$ cat config.mk
export PLATFORM = sky130hd
export DESIGN_NAME = cpu_control_register_file
export DESIGN_NICKNAME = d
export VERILOG_FILES = /design/src/cpu_regs_pkg.sv /design/src/cpu_control_register_file.sv /design/src/gpr_bank.sv
export SDC_FILE = /design/constraint.sdc
export NUM_CORES = 1
export LEC_CHECK = 0
export BUFFER_PORTS_ARGS = -buffer_cell sky130_fd_sc_hd__buf_2
export CAP_MARGIN = 30
export CORE_MARGIN = 2
export CORE_UTILIZATION = 49
export CTS_CLUSTER_SIZE = 16
export DETAILED_ROUTE_END_ITERATION = 8
export GPL_ROUTABILITY_DRIVEN = 0
export PLACE_DENSITY = 0.81
export SYNTH_ARGS = -nofsm -noshare
export SYNTH_HDL_FRONTEND = slang
export SYNTH_SLANG_ARGS = --single-unit
$ cat constraint.sdc
create_clock -name clk_in -period 2 [get_ports clk_in]
set_clock_uncertainty 0.05 [all_clocks]
set_input_delay 0.3 -clock clk_in [delete_from_list [all_inputs] [get_ports clk_in]]
set_output_delay 0.3 -clock clk_in [all_outputs]
set_load 0.005 [all_outputs]
$ cat src/cpu_regs_pkg.sv
// Package for the core register file: memory map, flag layout, reset values,
// command encodings and the packed carriers shared by the register file.
// Assumes byte-wide memory with a 16-bit address space.
package cpu_regs_pkg;

   localparam logic [15:0] VEC_RESET_LO = 16'h0000;
   localparam logic [15:0] VEC_RESET_HI = 16'h0001;
   localparam logic [15:0] TCALL_BASE = 16'h0040;
   localparam logic [15:0] TCALL_LAST = 16'h007f;
   localparam logic [15:0] HRAM_LAST = 16'hfeff;
   localparam logic [15:0] PERIPH_BASE = 16'hff00;
   localparam logic [15:0] PERIPH_LAST = 16'hffff;
   localparam int HRAM_BYTES_DEFAULT = 512;

   localparam int FLAG_IE_BIT = 7;
   localparam int FLAG_Z_BIT = 6;
   localparam int FLAG_AC_BIT = 4;
   localparam int FLAG_CY_BIT = 0;
   localparam logic [7:0] FLAG_FIXED_MASK = 8'h2e;
   localparam logic [7:0] FLAG_FIXED_VAL = 8'h02;
   localparam logic [7:0] FLAG_RESET = 8'h02;

   // Instruction pointer commands from the execution unit
   typedef enum logic [2:0] {
      IP_HOLD = 3'b000,
      IP_ADVANCE = 3'b001,
      IP_LOAD = 3'b010,
      IP_TABLE = 3'b011
   } ip_cmd_t;

   // Stack pointer commands, one byte per command
   typedef enum logic [1:0] {
      SP_HOLD = 2'b00,
      SP_PUSH = 2'b01,
      SP_POP = 2'b10,
      SP_LOAD = 2'b11
   } sp_cmd_t;

   // Flag word update from one executed instruction
   typedef struct packed {
      logic z_we;
      logic z_val;
      logic ac_we;
      logic ac_val;
      logic cy_we;
      logic cy_val;
      logic di_op;
      logic ei_op;
      logic word_we;
      logic [7:0] word_val;
   } flag_upd_t;

   // General register port: 8-bit by index or 16-bit by pair
   typedef struct packed {
      logic we8;
      logic [2:0] idx8;
      logic [7:0] d8;
      logic we16;
      logic [1:0] idx16;
      logic [15:0] d16;
   } gpr_wr_t;

   // Memory region classification of an address
   typedef struct packed {
      logic tcall;
      logic hram;
      logic periph;
   } region_t;

endpackage

$ cat src/cpu_control_register_file.sv
// Control registers of the 8-bit core: instruction pointer, flag word,
// stack pointer, general registers and address-region decode.
// Assumes the execution unit drives commands and memory answers in one cycle.
//
// Behaviour
// - 0040h..007Fh holds table-call entry addresses
// - High-speed RAM is data and stack memory
// - High-speed RAM ends FEFFh, 128/256/512 bytes
// - 16-bit instruction pointer holds next address
// - Pointer advances by length or loads branch
// - Reset loads pointer from vector 0000h/0001h
// - Vector low byte even, high byte odd
// - Flag word layout, bit1 one, 5/3/2 zero
// - Reset sets flag word to 02h
// - Flags saved on interrupt/push, restored on return/pop
// - Accept flag clear blocks maskable interrupts
// - Accept flag: clear on disable/ack, set enable
// - Zero flag follows zero result
// - Half-carry follows bit-3 carry or borrow
// - Carry records overflow, shift-out, bit accumulator
// - 16-bit stack pointer, high-speed RAM only
// - Pre-decrement on push, post-increment on pop
// - Eight byte registers pairing into four pairs
// - Peripheral window FF00h..FFFFh
// - Peripheral accesses limited to defined widths
`timescale 1ns/1ps
`default_nettype none
module cpu_control_register_file
   import cpu_regs_pkg::*;
#(
   parameter int HRAM_BYTES = HRAM_BYTES_DEFAULT
)(
   input wire logic clk_in,
   input wire logic resetn_in,
   // Instruction pointer control
   input wire ip_cmd_t ip_cmd_in,
   input wire logic [2:0] ip_len_in,
   input wire logic [15:0] ip_load_in,
   input wire logic [4:0] tcall_idx_in,
   // Memory read port used by vector fetch
   output logic mem_rd_out,
   output logic [15:0] mem_addr_out,
   input wire logic [7:0] mem_rdata_in,
   // Flags
   input wire flag_upd_t flag_upd_in,
   input wire logic irq_ack_in,
   input wire logic irq_pending_in,
   input wire logic irq_nmi_in,
   // Stack pointer
   input wire sp_cmd_t sp_cmd_in,
   input wire logic [15:0] sp_load_in,
   // General registers
   input wire gpr_wr_t gpr_wr_in,
   input wire logic [2:0] gpr_rd8_idx_in,
   input wire logic [1:0] gpr_rd16_idx_in,
   // Region check of an operand access
   input wire logic [15:0] acc_addr_in,
   input wire logic [1:0] acc_width_in,
   input wire logic [2:0] periph_width_ok_in,
   // Register state
   output logic [15:0] next_instr_pointer_out,
   output logic [7:0] status_flag_word_out,
   output logic [15:0] stack_top_pointer_out,
   output logic [15:0] stack_addr_out,
   output logic sp_fault_out,
   output logic irq_take_out,
   output logic [7:0] gpr_rd8_out,
   output logic [15:0] gpr_rd16_out,
   output region_t acc_region_out,
   output logic acc_refused_out,
   output logic ready_out
);
   typedef enum logic [1:0] {
      VEC_LO = 2'b00,
      VEC_HI = 2'b01,
      RUN = 2'b10
   } boot_state_t;

   localparam logic [15:0] HRAM_FIRST = HRAM_LAST - 16'(HRAM_BYTES) + 16'h0001;

   function automatic logic in_range(input logic [15:0] a, input logic [15:0] lo, input logic [15:0] hi);
      return (a >= lo) && (a <= hi);
   endfunction

   function automatic logic [7:0] fix_flags(input logic [7:0] w);
      return (w & ~FLAG_FIXED_MASK) | FLAG_FIXED_VAL;
   endfunction

   boot_state_t boot_q, boot_d;
   logic [15:0] ip_q, ip_d;
   logic [7:0] vec_lo_q;
   logic [7:0] flags_q, flags_d;
   logic [15:0] sp_q, sp_d;
   logic [15:0] stack_addr_q, stack_addr_d;
   logic sp_fault_q, irq_take_q, mem_rd_q, refused_q, ready_q;
   logic [15:0] mem_addr_q;
   logic [7:0] gpr8_q;
   logic [15:0] gpr16_q;
   region_t region_q;
   logic [7:0] gpr8_w;
   logic [15:0] gpr16_w;

   ////////////////////////////////////////////////////////////////////////////
   // Boot sequence and instruction pointer

   wire run_w = (boot_q == RUN);
   // Table entry n sits at 0040h + 2n
   wire [15:0] tcall_addr_w = TCALL_BASE + {10'h000, tcall_idx_in, 1'b0};

   always_comb begin
      boot_d = boot_q;
      ip_d = ip_q;
      case (boot_q)
         VEC_LO: boot_d = VEC_HI;
         VEC_HI: begin
            boot_d = RUN;
            ip_d = {mem_rdata_in, vec_lo_q};
         end
         RUN: begin
            case (ip_cmd_in)
               IP_ADVANCE: ip_d = ip_q + {13'h0000, ip_len_in};
               IP_LOAD: ip_d = ip_load_in;
               IP_TABLE: ip_d = ip_load_in;
               default: ip_d = ip_q;
            endcase
         end
         default: boot_d = VEC_LO;
      endcase
   end

   // Address is taken from the next state, so once registered it arrives with the state that samples its byte
   wire [15:0] mem_addr_w = (boot_d == VEC_HI) ? VEC_RESET_HI : tcall_addr_w;
   wire mem_rd_w = (boot_d == VEC_HI) || (run_w && (ip_cmd_in == IP_TABLE));

   always_ff @(posedge clk_in or negedge resetn_in) begin
      if (!resetn_in) begin
         boot_q <= VEC_LO;
         ip_q <= 16'h0000;
         vec_lo_q <= 8'h00;
         // Low vector byte is already shown while reset is held
         mem_rd_q <= 1'b1;
         mem_addr_q <= VEC_RESET_LO;
         ready_q <= 1'b0;
      end else begin
         boot_q <= boot_d;
         ip_q <= ip_d;
         mem_rd_q <= mem_rd_w;
         mem_addr_q <= mem_addr_w;
         ready_q <= (boot_d == RUN);
         if (boot_q == VEC_LO) vec_lo_q <= mem_rdata_in;
      end
   end

   ////////////////////////////////////////////////////////////////////////////
   // Flag word

   always_comb begin
      flags_d = flags_q;
      if (flag_upd_in.word_we) flags_d = flag_upd_in.word_val;
      if (flag_upd_in.z_we) flags_d[FLAG_Z_BIT] = flag_upd_in.z_val;
      if (flag_upd_in.ac_we) flags_d[FLAG_AC_BIT] = flag_upd_in.ac_val;
      if (flag_upd_in.cy_we) flags_d[FLAG_CY_BIT] = flag_upd_in.cy_val;
      if (flag_upd_in.ei_op) flags_d[FLAG_IE_BIT] = 1'b1;
      // Acknowledge wins over enable so a taken interrupt cannot re-nest
      if (flag_upd_in.di_op || irq_ack_in) flags_d[FLAG_IE_BIT] = 1'b0;
      flags_d = fix_flags(flags_d);
   end

   // Non-maskable sources pass regardless of the accept flag
   wire irq_take_w = irq_nmi_in || (irq_pending_in && flags_q[FLAG_IE_BIT]);

   always_ff @(posedge clk_in or negedge resetn_in) begin
      if (!resetn_in) begin
         flags_q <= FLAG_RESET;
         irq_take_q <= 1'b0;
      end else begin
         if (run_w) flags_q <= flags_d;
         irq_take_q <= run_w && irq_take_w;
      end
   end

   ////////////////////////////////////////////////////////////////////////////
   // Stack pointer

   wire [15:0] sp_dec_w = sp_q - 16'h0001;
   always_comb begin
      sp_d = sp_q;
      stack_addr_d = stack_addr_q;
      case (sp_cmd_in)
         SP_PUSH: begin
            sp_d = sp_dec_w;
            stack_addr_d = sp_dec_w;
         end
         SP_POP: begin
            sp_d = sp_q + 16'h0001;
            stack_addr_d = sp_q;
         end
         SP_LOAD: sp_d = sp_load_in;
         default: sp_d = sp_q;
      endcase
   end

   // Reset value is 0000h, outside high-speed RAM; software must load it first
   always_ff @(posedge clk_in or negedge resetn_in) begin
      if (!resetn_in) begin
         sp_q <= 16'h0000;
         stack_addr_q <= 16'h0000;
         sp_fault_q <= 1'b0;
      end else if (run_w) begin
         sp_q <= sp_d;
         stack_addr_q <= stack_addr_d;
         // A load is no stack access, so it leaves no fault behind
         sp_fault_q <= !in_range(stack_addr_d, HRAM_FIRST, HRAM_LAST) &&
                       ((sp_cmd_in == SP_PUSH) || (sp_cmd_in == SP_POP));
      end
   end

   ////////////////////////////////////////////////////////////////////////////
   // General registers and region decode

   gpr_bank u_gpr (
      .clk_in(clk_in),
      .resetn_in(resetn_in),
      .wr_in(gpr_wr_in),
      .rd8_idx_in(gpr_rd8_idx_in),
      .rd16_idx_in(gpr_rd16_idx_in),
      .rd8_out(gpr8_w),
      .rd16_out(gpr16_w)
   );

   wire in_tcall_w = in_range(acc_addr_in, TCALL_BASE, TCALL_LAST);
   wire in_hram_w = in_range(acc_addr_in, HRAM_FIRST, HRAM_LAST);
   wire in_periph_w = in_range(acc_addr_in, PERIPH_BASE, PERIPH_LAST);
   region_t region_w;
   assign region_w = {in_tcall_w, in_hram_w, in_periph_w};
   // Width codes 0/1/2 mean 1/8/16 bits; odd 16-bit peripheral access refused
   wire width_bad_w = (acc_width_in == 2'd3) || !periph_width_ok_in[acc_width_in];
   wire odd16_w = (acc_width_in == 2'd2) && acc_addr_in[0];
   wire refused_w = region_w.periph && (width_bad_w || odd16_w);

   always_ff @(posedge clk_in or negedge resetn_in) begin
      if (!resetn_in) begin
         gpr8_q <= 8'h00;
         gpr16_q <= 16'h0000;
         region_q <= '0;
         refused_q <= 1'b0;
      end else begin
         gpr8_q <= gpr8_w;
         gpr16_q <= gpr16_w;
         region_q <= region_w;
         refused_q <= refused_w;
      end
   end

   assign next_instr_pointer_out = ip_q;
   assign status_flag_word_out = flags_q;
   assign stack_top_pointer_out = sp_q;
   assign stack_addr_out = stack_addr_q;
   assign sp_fault_out = sp_fault_q;
   assign irq_take_out = irq_take_q;
   assign mem_rd_out = mem_rd_q;
   assign mem_addr_out = mem_addr_q;
   assign gpr_rd8_out = gpr8_q;
   assign gpr_rd16_out = gpr16_q;
   assign acc_region_out = region_q;
   assign acc_refused_out = refused_q;
   assign ready_out = ready_q;
endmodule // cpu_control_register_file
`default_nettype wire

$ cat src/gpr_bank.sv
// Eight byte registers that also read and write as four 16-bit pairs.
// Assumes one write port, in-order writes from the execution unit.
`timescale 1ns/1ps
`default_nettype none
module gpr_bank
   import cpu_regs_pkg::*;
(
   input wire logic clk_in,
   input wire logic resetn_in,
   input wire gpr_wr_t wr_in,
   input wire logic [2:0] rd8_idx_in,
   input wire logic [1:0] rd16_idx_in,
   output logic [7:0] rd8_out,
   output logic [15:0] rd16_out
);
   logic [7:0] regs_q [8];

   // Pair n is bytes 2n (low) and 2n+1 (high)
   assign rd8_out = regs_q[rd8_idx_in];
   assign rd16_out = {regs_q[{rd16_idx_in, 1'b1}], regs_q[{rd16_idx_in, 1'b0}]};

   always_ff @(posedge clk_in or negedge resetn_in) begin
      if (!resetn_in) begin
         for (int i = 0; i < 8; i++) regs_q[i] <= 8'h00;
      end else if (wr_in.we16) begin
         regs_q[{wr_in.idx16, 1'b0}] <= wr_in.d16[7:0];
         regs_q[{wr_in.idx16, 1'b1}] <= wr_in.d16[15:8];
      end else if (wr_in.we8) begin
         regs_q[wr_in.idx8] <= wr_in.d8;
      end
   end
endmodule // gpr_bank
`default_nettype wire

# [Word level (Yosys, flattened, before mapping)]
# Cells that the tools add are included.
[totals] register_bits=166 input_bits=132 output_inout_bits=104 elab_cells=139
[op_classes] n_addsub=4 n_lt_le_gt_ge=18 eq_ne=13 mux=34 bitwise=6 reduce_logical=36
[op_table] operator="$bwmux 64" n=3
[op_table] operator="$mux 64" n=2
[op_table] operator="$pmux 16 s2" n=3
[op_table] operator="$mux 8" n=11
[op_table] operator="$bmux 8 s3" n=3
[op_table] operator="$demux 8 s3" n=3
[op_table] operator="$ge 16x16->1 const B" n=3
[op_table] operator="$le 16x16->1 const B" n=3
[op_table] operator="$pmux 16 s3" n=1
[op_table] operator="$ge 4x4->1 const B" n=6
[op_table] operator="$not 3->4" n=6
[op_table] operator="$add 16x1->16 const B" n=1
[op_table] operator="$add 16x3->16" n=1
[op_table] operator="$ge 16x7->1 const B" n=1
[op_table] operator="$le 16x7->1 const B" n=1
[op_table] operator="$sub 16x1->16 const B" n=1
[op_table] operator="$logic_and 1x1->1" n=13
[op_table] operator="$eq 2x2->1 const B" n=6
[op_table] operator="$lt 4x1->1 const B" n=3
[op_table] operator="$reduce_and 2->1" n=6
[op_table] operator="$reduce_bool 2->1" n=5
[op_table] operator="$add 7x6->8 const A" n=1
[op_table] operator="$eq 2x1->1 const B" n=3
[op_table] operator="$eq 3x2->1 const B" n=2
[op_table] operator="11 further kinds" n=23

# [Logic depth before layout (Yosys ltp)]
[depth] word_depth=8 mapped_depth=9 ltp_nobuf=9

# [Hierarchy]
# From an unflattened synthesis, not the netlist that was laid out.
[unflattened] cells_unflattened=906 area_unflattened_um2=9964.6
[modules_own_cells] mod="cpu_control_register_file" instances=1 cells_per_inst=600 area_per_inst_um2=5627.9
[modules_own_cells] mod="gpr_bank" instances=1 cells_per_inst=306 area_per_inst_um2=4336.7

# [Least setup slack after synthesis]
# OpenSTA, ideal clock, no wires.
[synth_path] path_kind="flip-flop to flip-flop" from="register sp_q[0], in the netlist stack_top_pointer_out[0]" to="register sp_fault_q, in the netlist sp_fault_out" setup_ns=0.127 arrival_ns=2.069 required_time_ns=1.823 setup_slack_ns=-0.246 path_stages_with_launch=10 n_path_buf=1 period_less_slack_ns=2.246 cell_sequence="dfrtp_1 buf_2 inv_1 ha_1 or3b_1 nor3_1 nand3_1 o211ai_1 and4b_1 a31oi_1"
[synth_between] elab_chain_cells=6 word_cells_on_any_way=7
[synth_rtl] item="start, declared" line="cpu_control_register_file.sv:93" source="logic [15:0] sp_q, sp_d;"
[synth_rtl] item="start signal, assigned" line="cpu_control_register_file.sv:210" source="sp_q <= sp_d;"
[synth_rtl] item="$sub 16x1->16" line="cpu_control_register_file.sv:185" source="wire [15:0] sp_dec_w = sp_q - 16'h0001;"
[synth_rtl] item="$pmux 16 s2 (*)" line="cpu_control_register_file.sv:189" source="case (sp_cmd_in)"
[synth_rtl] item="$ge 16x16->1 or $le 16x16->1 (tied branches)" line="cpu_control_register_file.sv:82" source="return (a >= lo) && (a <= hi);"
[synth_rtl] item="$logic_and 1x1->1 (*)" line="cpu_control_register_file.sv:82"
[synth_rtl] item="$logic_not 1->1 (*)" line="cpu_control_register_file.sv:213" source="sp_fault_q <= !in_range(stack_addr_d, HRAM_FIRST, HRAM_LAST) &&"
[synth_rtl] item="$logic_and 1x1->1 (*)" line="cpu_control_register_file.sv:213"
[synth_rtl] item="end signal, assigned" line="cpu_control_register_file.sv:213"
[synth_rtl] item="end, declared" line="cpu_control_register_file.sv:95" source="logic sp_fault_q, irq_take_q, mem_rd_q, refused_q, ready_q;"
# Every way passes the cells marked *; elsewhere a longest branch is shown, timed or not.
# A chain may end at the register's enable or synchronous reset.

# [Final worst setup path]
[layout_path] from="register sp_q[6], in the netlist stack_top_pointer_out[6]" to="register stack_addr_q[10], in the netlist stack_addr_out[10]"
[layout_between] elab_chain_cells=2
[layout_rtl] item="$sub 16x1->16" line="cpu_control_register_file.sv:185"
[layout_rtl] item="$pmux 16 s2" line="cpu_control_register_file.sv:189"
[layout_rtl] item="end signal, assigned" line="cpu_control_register_file.sv:211" source="stack_addr_q <= stack_addr_d;"
[layout_rtl] item="end, declared" line="cpu_control_register_file.sv:94" source="logic [15:0] stack_addr_q, stack_addr_d;"
# No other way between the ends.

==> summary.txt <==
Outcome
  • Status: complete, but fails checks
  • Failing checks: negative setup slack

Synth
  • Mux share of post-synthesis cell area: 11.3%
  • Adder-Cell Fraction of Synth Area: 1.94%
  • Mapped Area: 0.00942 mm^2
  • Syn Inst Count: 969
  • Post-synthesis async set-or-reset flop share: 100%
  • Largest family of logic cells by synthesized area: compound AO/OA/AOI/OAI gates
  • EDFF count, synth: 0
  • XOR/XNOR Fraction of Synth Area: 1.77%
  • Yosys cell types: 72
  • Dominant synthesized flop cell: dfrtp_1
  • Synth Area in Compound Gates: 19.9%
  • Register area share after synthesis: 43.3%
  • Post-synthesis simple-gate area fraction: 16.7%
  • Avg Inst Size Synth: 9.72 um^2
  • Number of synthesized register bits: 163
  • Yosys warning total: 0

Place
  • HPWL after DPL: 21,600 um
  • Dpl ws: -0.120 ns
  • Dpl cells: 1,458
  • I/O Buffers: 213

CTS
  • H-Tree Depth: 4
  • CTS Buf Count: 17
  • Clock-pin slew on the worst setup and hold paths: 0.07 ns
  • CTS tree: built
  • Clk root buf: clkbuf_16
  • Clock latency on the worst-skew pair: 0.43 ns
  • Clock sink total: 163
  • CTS Buffer Depth: 2

STA
  • Post-layout min period: 2.11 ns
  • Final worst setup slack: -0.109 ns
  • Tcrit/Tclk final: 105%
  • Setup Viol. Count Final: 6
  • Endpoints failing hold: 0
  • RSZ-0062 raised after global routing: yes
  • Fmax: 474 MHz
  • Fin. max-slew vios: 0

Setup path
  • CP max stage delay: 0.61 ns
  • CP startpoint kind: flip-flop
  • Delay-heaviest family, CP: compound AO/OA/AOI/OAI gates
  • Max FO, Critical Path: 7
  • R2R setup slack: -0.11 ns
  • Critical path origin: stack_top_pointer_out[6]
  • Slowest-stage cell, CP: or4_4
  • CP Data Required Time: 2.26 ns
  • Worst setup path class: reg2reg
  • FF-to-FF path depth: 5
  • Worst R2R End: stack_addr_out[10]
  • Worst path cell trace: or4_4, o311ai_1, o211ai_1, buf_4, o22a_1
  • Setup crit end kind: flip-flop
  • Arrival time worst endpoint: 2.36 ns
  • Worst path depth: 5
  • Buf/Inv on CP: 1
  • R2R Path Start: stack_top_pointer_out[6]

Final layout
  • Layout Nets: 1,410
  • Fraction of layout cells with a size suffix above 1: 38.8%
  • Post-Layout Cell Count: 1,512
  • Synthesis-to-layout area growth: 31.5%
  • # fillers: 1,400

Power and ir drop
  • Leak: 5.70 nW
  • Pwr per Cell Area: 919 mW/mm^2
  • Maximum vdd drop: 0.000643 V

Job
  • Max_cap viols: 0

Global routing
  • Vias in the first global route: 9,068
  • First-pass GRT wire length: 46,600 um
  • Global Route Usage Sum: 29.5%
  • Total gr overflow: 0
  • Pin count of the biggest net entering global routing: 58
  • Initial antenna violation count: 2

Die
  • Row cnt: 50
  • Die Height: 143 um
  • Die area: 0.0204 mm^2
  • IO Pins: 236
  • Die W: 143 um
  • Starting density of the core: 50.2%
  • Core ar.: 0.0188 mm^2

Min path
  • Hold-critical path endpoint: acc_region_out[2]
  • Hold path depth: 2
  • Hold Crit Class: in2reg
  • Critical hold path startpoint: acc_addr_in[11]

Route
  • Drt first-iter violations: 956
  • DRC errors left: 0
  • Pre-Repair DR Iteration Count: 8
  • Post-DRT Antenna Nets: 0
  • Detailed Route WL: 30,700 um
  • WL per Instance: 20.3 um
  • DR vias/cell: 6.21
  • Vias: 9,397
## registers in the layout, summed over array words and instances, names as in the netlist
register,count
u_gpr.regs_q,64
gpr_rd16_out,16
next_instr_pointer_out,16
stack_addr_out,16
stack_top_pointer_out,16
gpr_rd8_out,8
vec_lo_q,8
mem_addr_out,7
status_flag_word_out,4
acc_region_out,3
acc_refused_out,1
boot_q,1
irq_take_out,1
mem_rd_out,1
sp_fault_out,1
## Yosys cell counts, drive strengths merged (5+ instances only)
| cell | instances | area (um^2) |
|---|---|---|
| dfrtp | 162 | 4050 |
| nand2 | 116 | 435 |
| o21ai | 86 | 430 |
| nor2 | 73 | 274 |
| a21oi | 67 | 335 |
| clkbuf | 54 | 203 |
| a32oi | 53 | 464 |
| mux4 | 32 | 721 |
| buf | 31 | 186 |
| a22oi | 28 | 210 |
| nor2b | 22 | 138 |
| inv | 21 | 78.8 |
| nor3 | 19 | 105 |
| mux2 | 18 | 203 |
| mux2i | 14 | 140 |
| and3 | 13 | 81.3 |
| ha | 13 | 163 |
| nor4 | 12 | 105 |
| nand3 | 10 | 50.1 |
| nor3b | 10 | 95.1 |
| xor2 | 10 | 87.6 |
| a31oi | 9 | 56.3 |
| xnor2 | 9 | 78.8 |
| nand4 | 8 | 50.1 |
| a22o | 6 | 52.6 |
| o211ai | 5 | 37.5 |
## per-layer routing
metal,wire [um],GRT usage (%),up-vias
li1,-,-,4181
met1,11100,36.7,4470
met2,15100,49.6,617
met3,3130,6.04,129
met4,1380,13.5,0
met5,0,0,-
## cell usage in the layout, fill, tap and decap left out, types with 6 or more instances in the layout
| master | synthesis | final |
|---|---|---|
| nor3_1 | 17 | 11 |
| a31oi_1 | 9 | 8 |
| nor2b_1 | 22 | 21 |
| conb_1 | 2 | 13 |
| mux4_2 | 32 | 32 |
| clkbuf_16 | 0 | 17 |
| a22o_1 | 6 | 6 |
| ha_1 | 13 | 10 |
| mux2_2 | 18 | 18 |
| nor3b_1 | 6 | 6 |
| nand4_1 | 8 | 8 |
| and3_1 | 13 | 12 |
| a21oi_1 | 67 | 64 |
| dfrtp_1 | 162 | 157 |
| inv_1 | 21 | 17 |
| o21ai_0 | 77 | 64 |
| mux2i_1 | 14 | 13 |
| buf_4 | 14 | 126 |
| buf_2 | 14 | 212 |
| xor2_1 | 10 | 10 |
| o21ai_1 | 9 | 21 |
| nand2_1 | 116 | 116 |
| a22oi_1 | 28 | 27 |
| nor3_2 | 2 | 7 |
| nand3_1 | 10 | 9 |
| a32oi_1 | 53 | 53 |
| nor2_1 | 73 | 72 |
| xnor2_1 | 9 | 8 |
## worst reg2reg max path, delay by kind of cell, from the launching register on
kind	cells	cell delay, ns
AND/OR/NAND/NOR	1	0.61
flip-flops	1	0.47
buffers and inverters	1	0.18
AO/OA/AOI/OAI	3	0.68
## cell families (layout without fill, tap and decap cells)
family	count (synthesis)	count (layout)
buffers and inverters	106	403
AND/OR/NAND/NOR	313	313
flip-flops	163	163
other	2	14
XOR/XNOR	19	19
adder cells (fa/ha/maj)	14	14
AO/OA/AOI/OAI	288	288
multiplexers	64	64
## repair_timing
item | CTS | global route
gates resized for setup | 25 | 33
endpoints found under the hold margin | 40 | 0
pin swaps | 16 | 21
endpoints found under the setup margin | 22 | 28
buffers inserted | 9 | 11
gates cloned | 1 | 0
hold buffers | 2 | 0
## power breakdown
group	internal, W	switching [W]
Clock	0.00184	0.00141
Combinational	0.00181	0.00192
Sequential	0.00388	0.000537
Total	0.00753	0.00387
## through the flow
stage | setup TNS [ns] | instance area [um^2] | total power, W | utilization [%] | hold WS, ns
final | -0.274 | 12400 | 0.0114 | 66.0 | 0.0358
after detailed placement | -0.919 | 11400 | 0.00773 | 60.9 | 0.217
after global routing | -1.29 | 12400 | 0.0119 | 66.0 | 0.0195
after floorplan | -0.0521 | 9530 | 0.00617 | - | -0.0456
after global placement | -0.309 | 11400 | 0.00761 | 60.9 | 0.210
after CTS | -0.132 | 12200 | 0.0112 | 65.0 | 0.00978
## area by class of cell
class | instances | area [um^2] | share of cell area [%]
Timing Repair Buffer | 350 | 2180 | 17.6
Multi-Input combinational cell | 711 | 5160 | 41.6
Antenna cell | 1 | 2.50 | 0.0202
Clock buffer | 20 | 467 | 3.77
Sequential cell | 163 | 4090 | 33.0
Tap cell | 234 | 293 | 2.36
Inverter | 21 | 81.3 | 0.656
Clock inverter | 12 | 120 | 0.969
## worst max-delay path by stage
stage	endpoint	slack, ns
3_5_place_dp	sp_fault_out	-0.12
2_1_floorplan	sp_fault_out	-0.05
3_3_place_gp	sp_fault_out	-0.08
4_1_cts	sp_fault_out	-0.06
5_1_grt	sp_fault_out	-0.20
6_report	stack_addr_out[10]	-0.11
No activity file was read; power rests on OpenSTA's default activity.
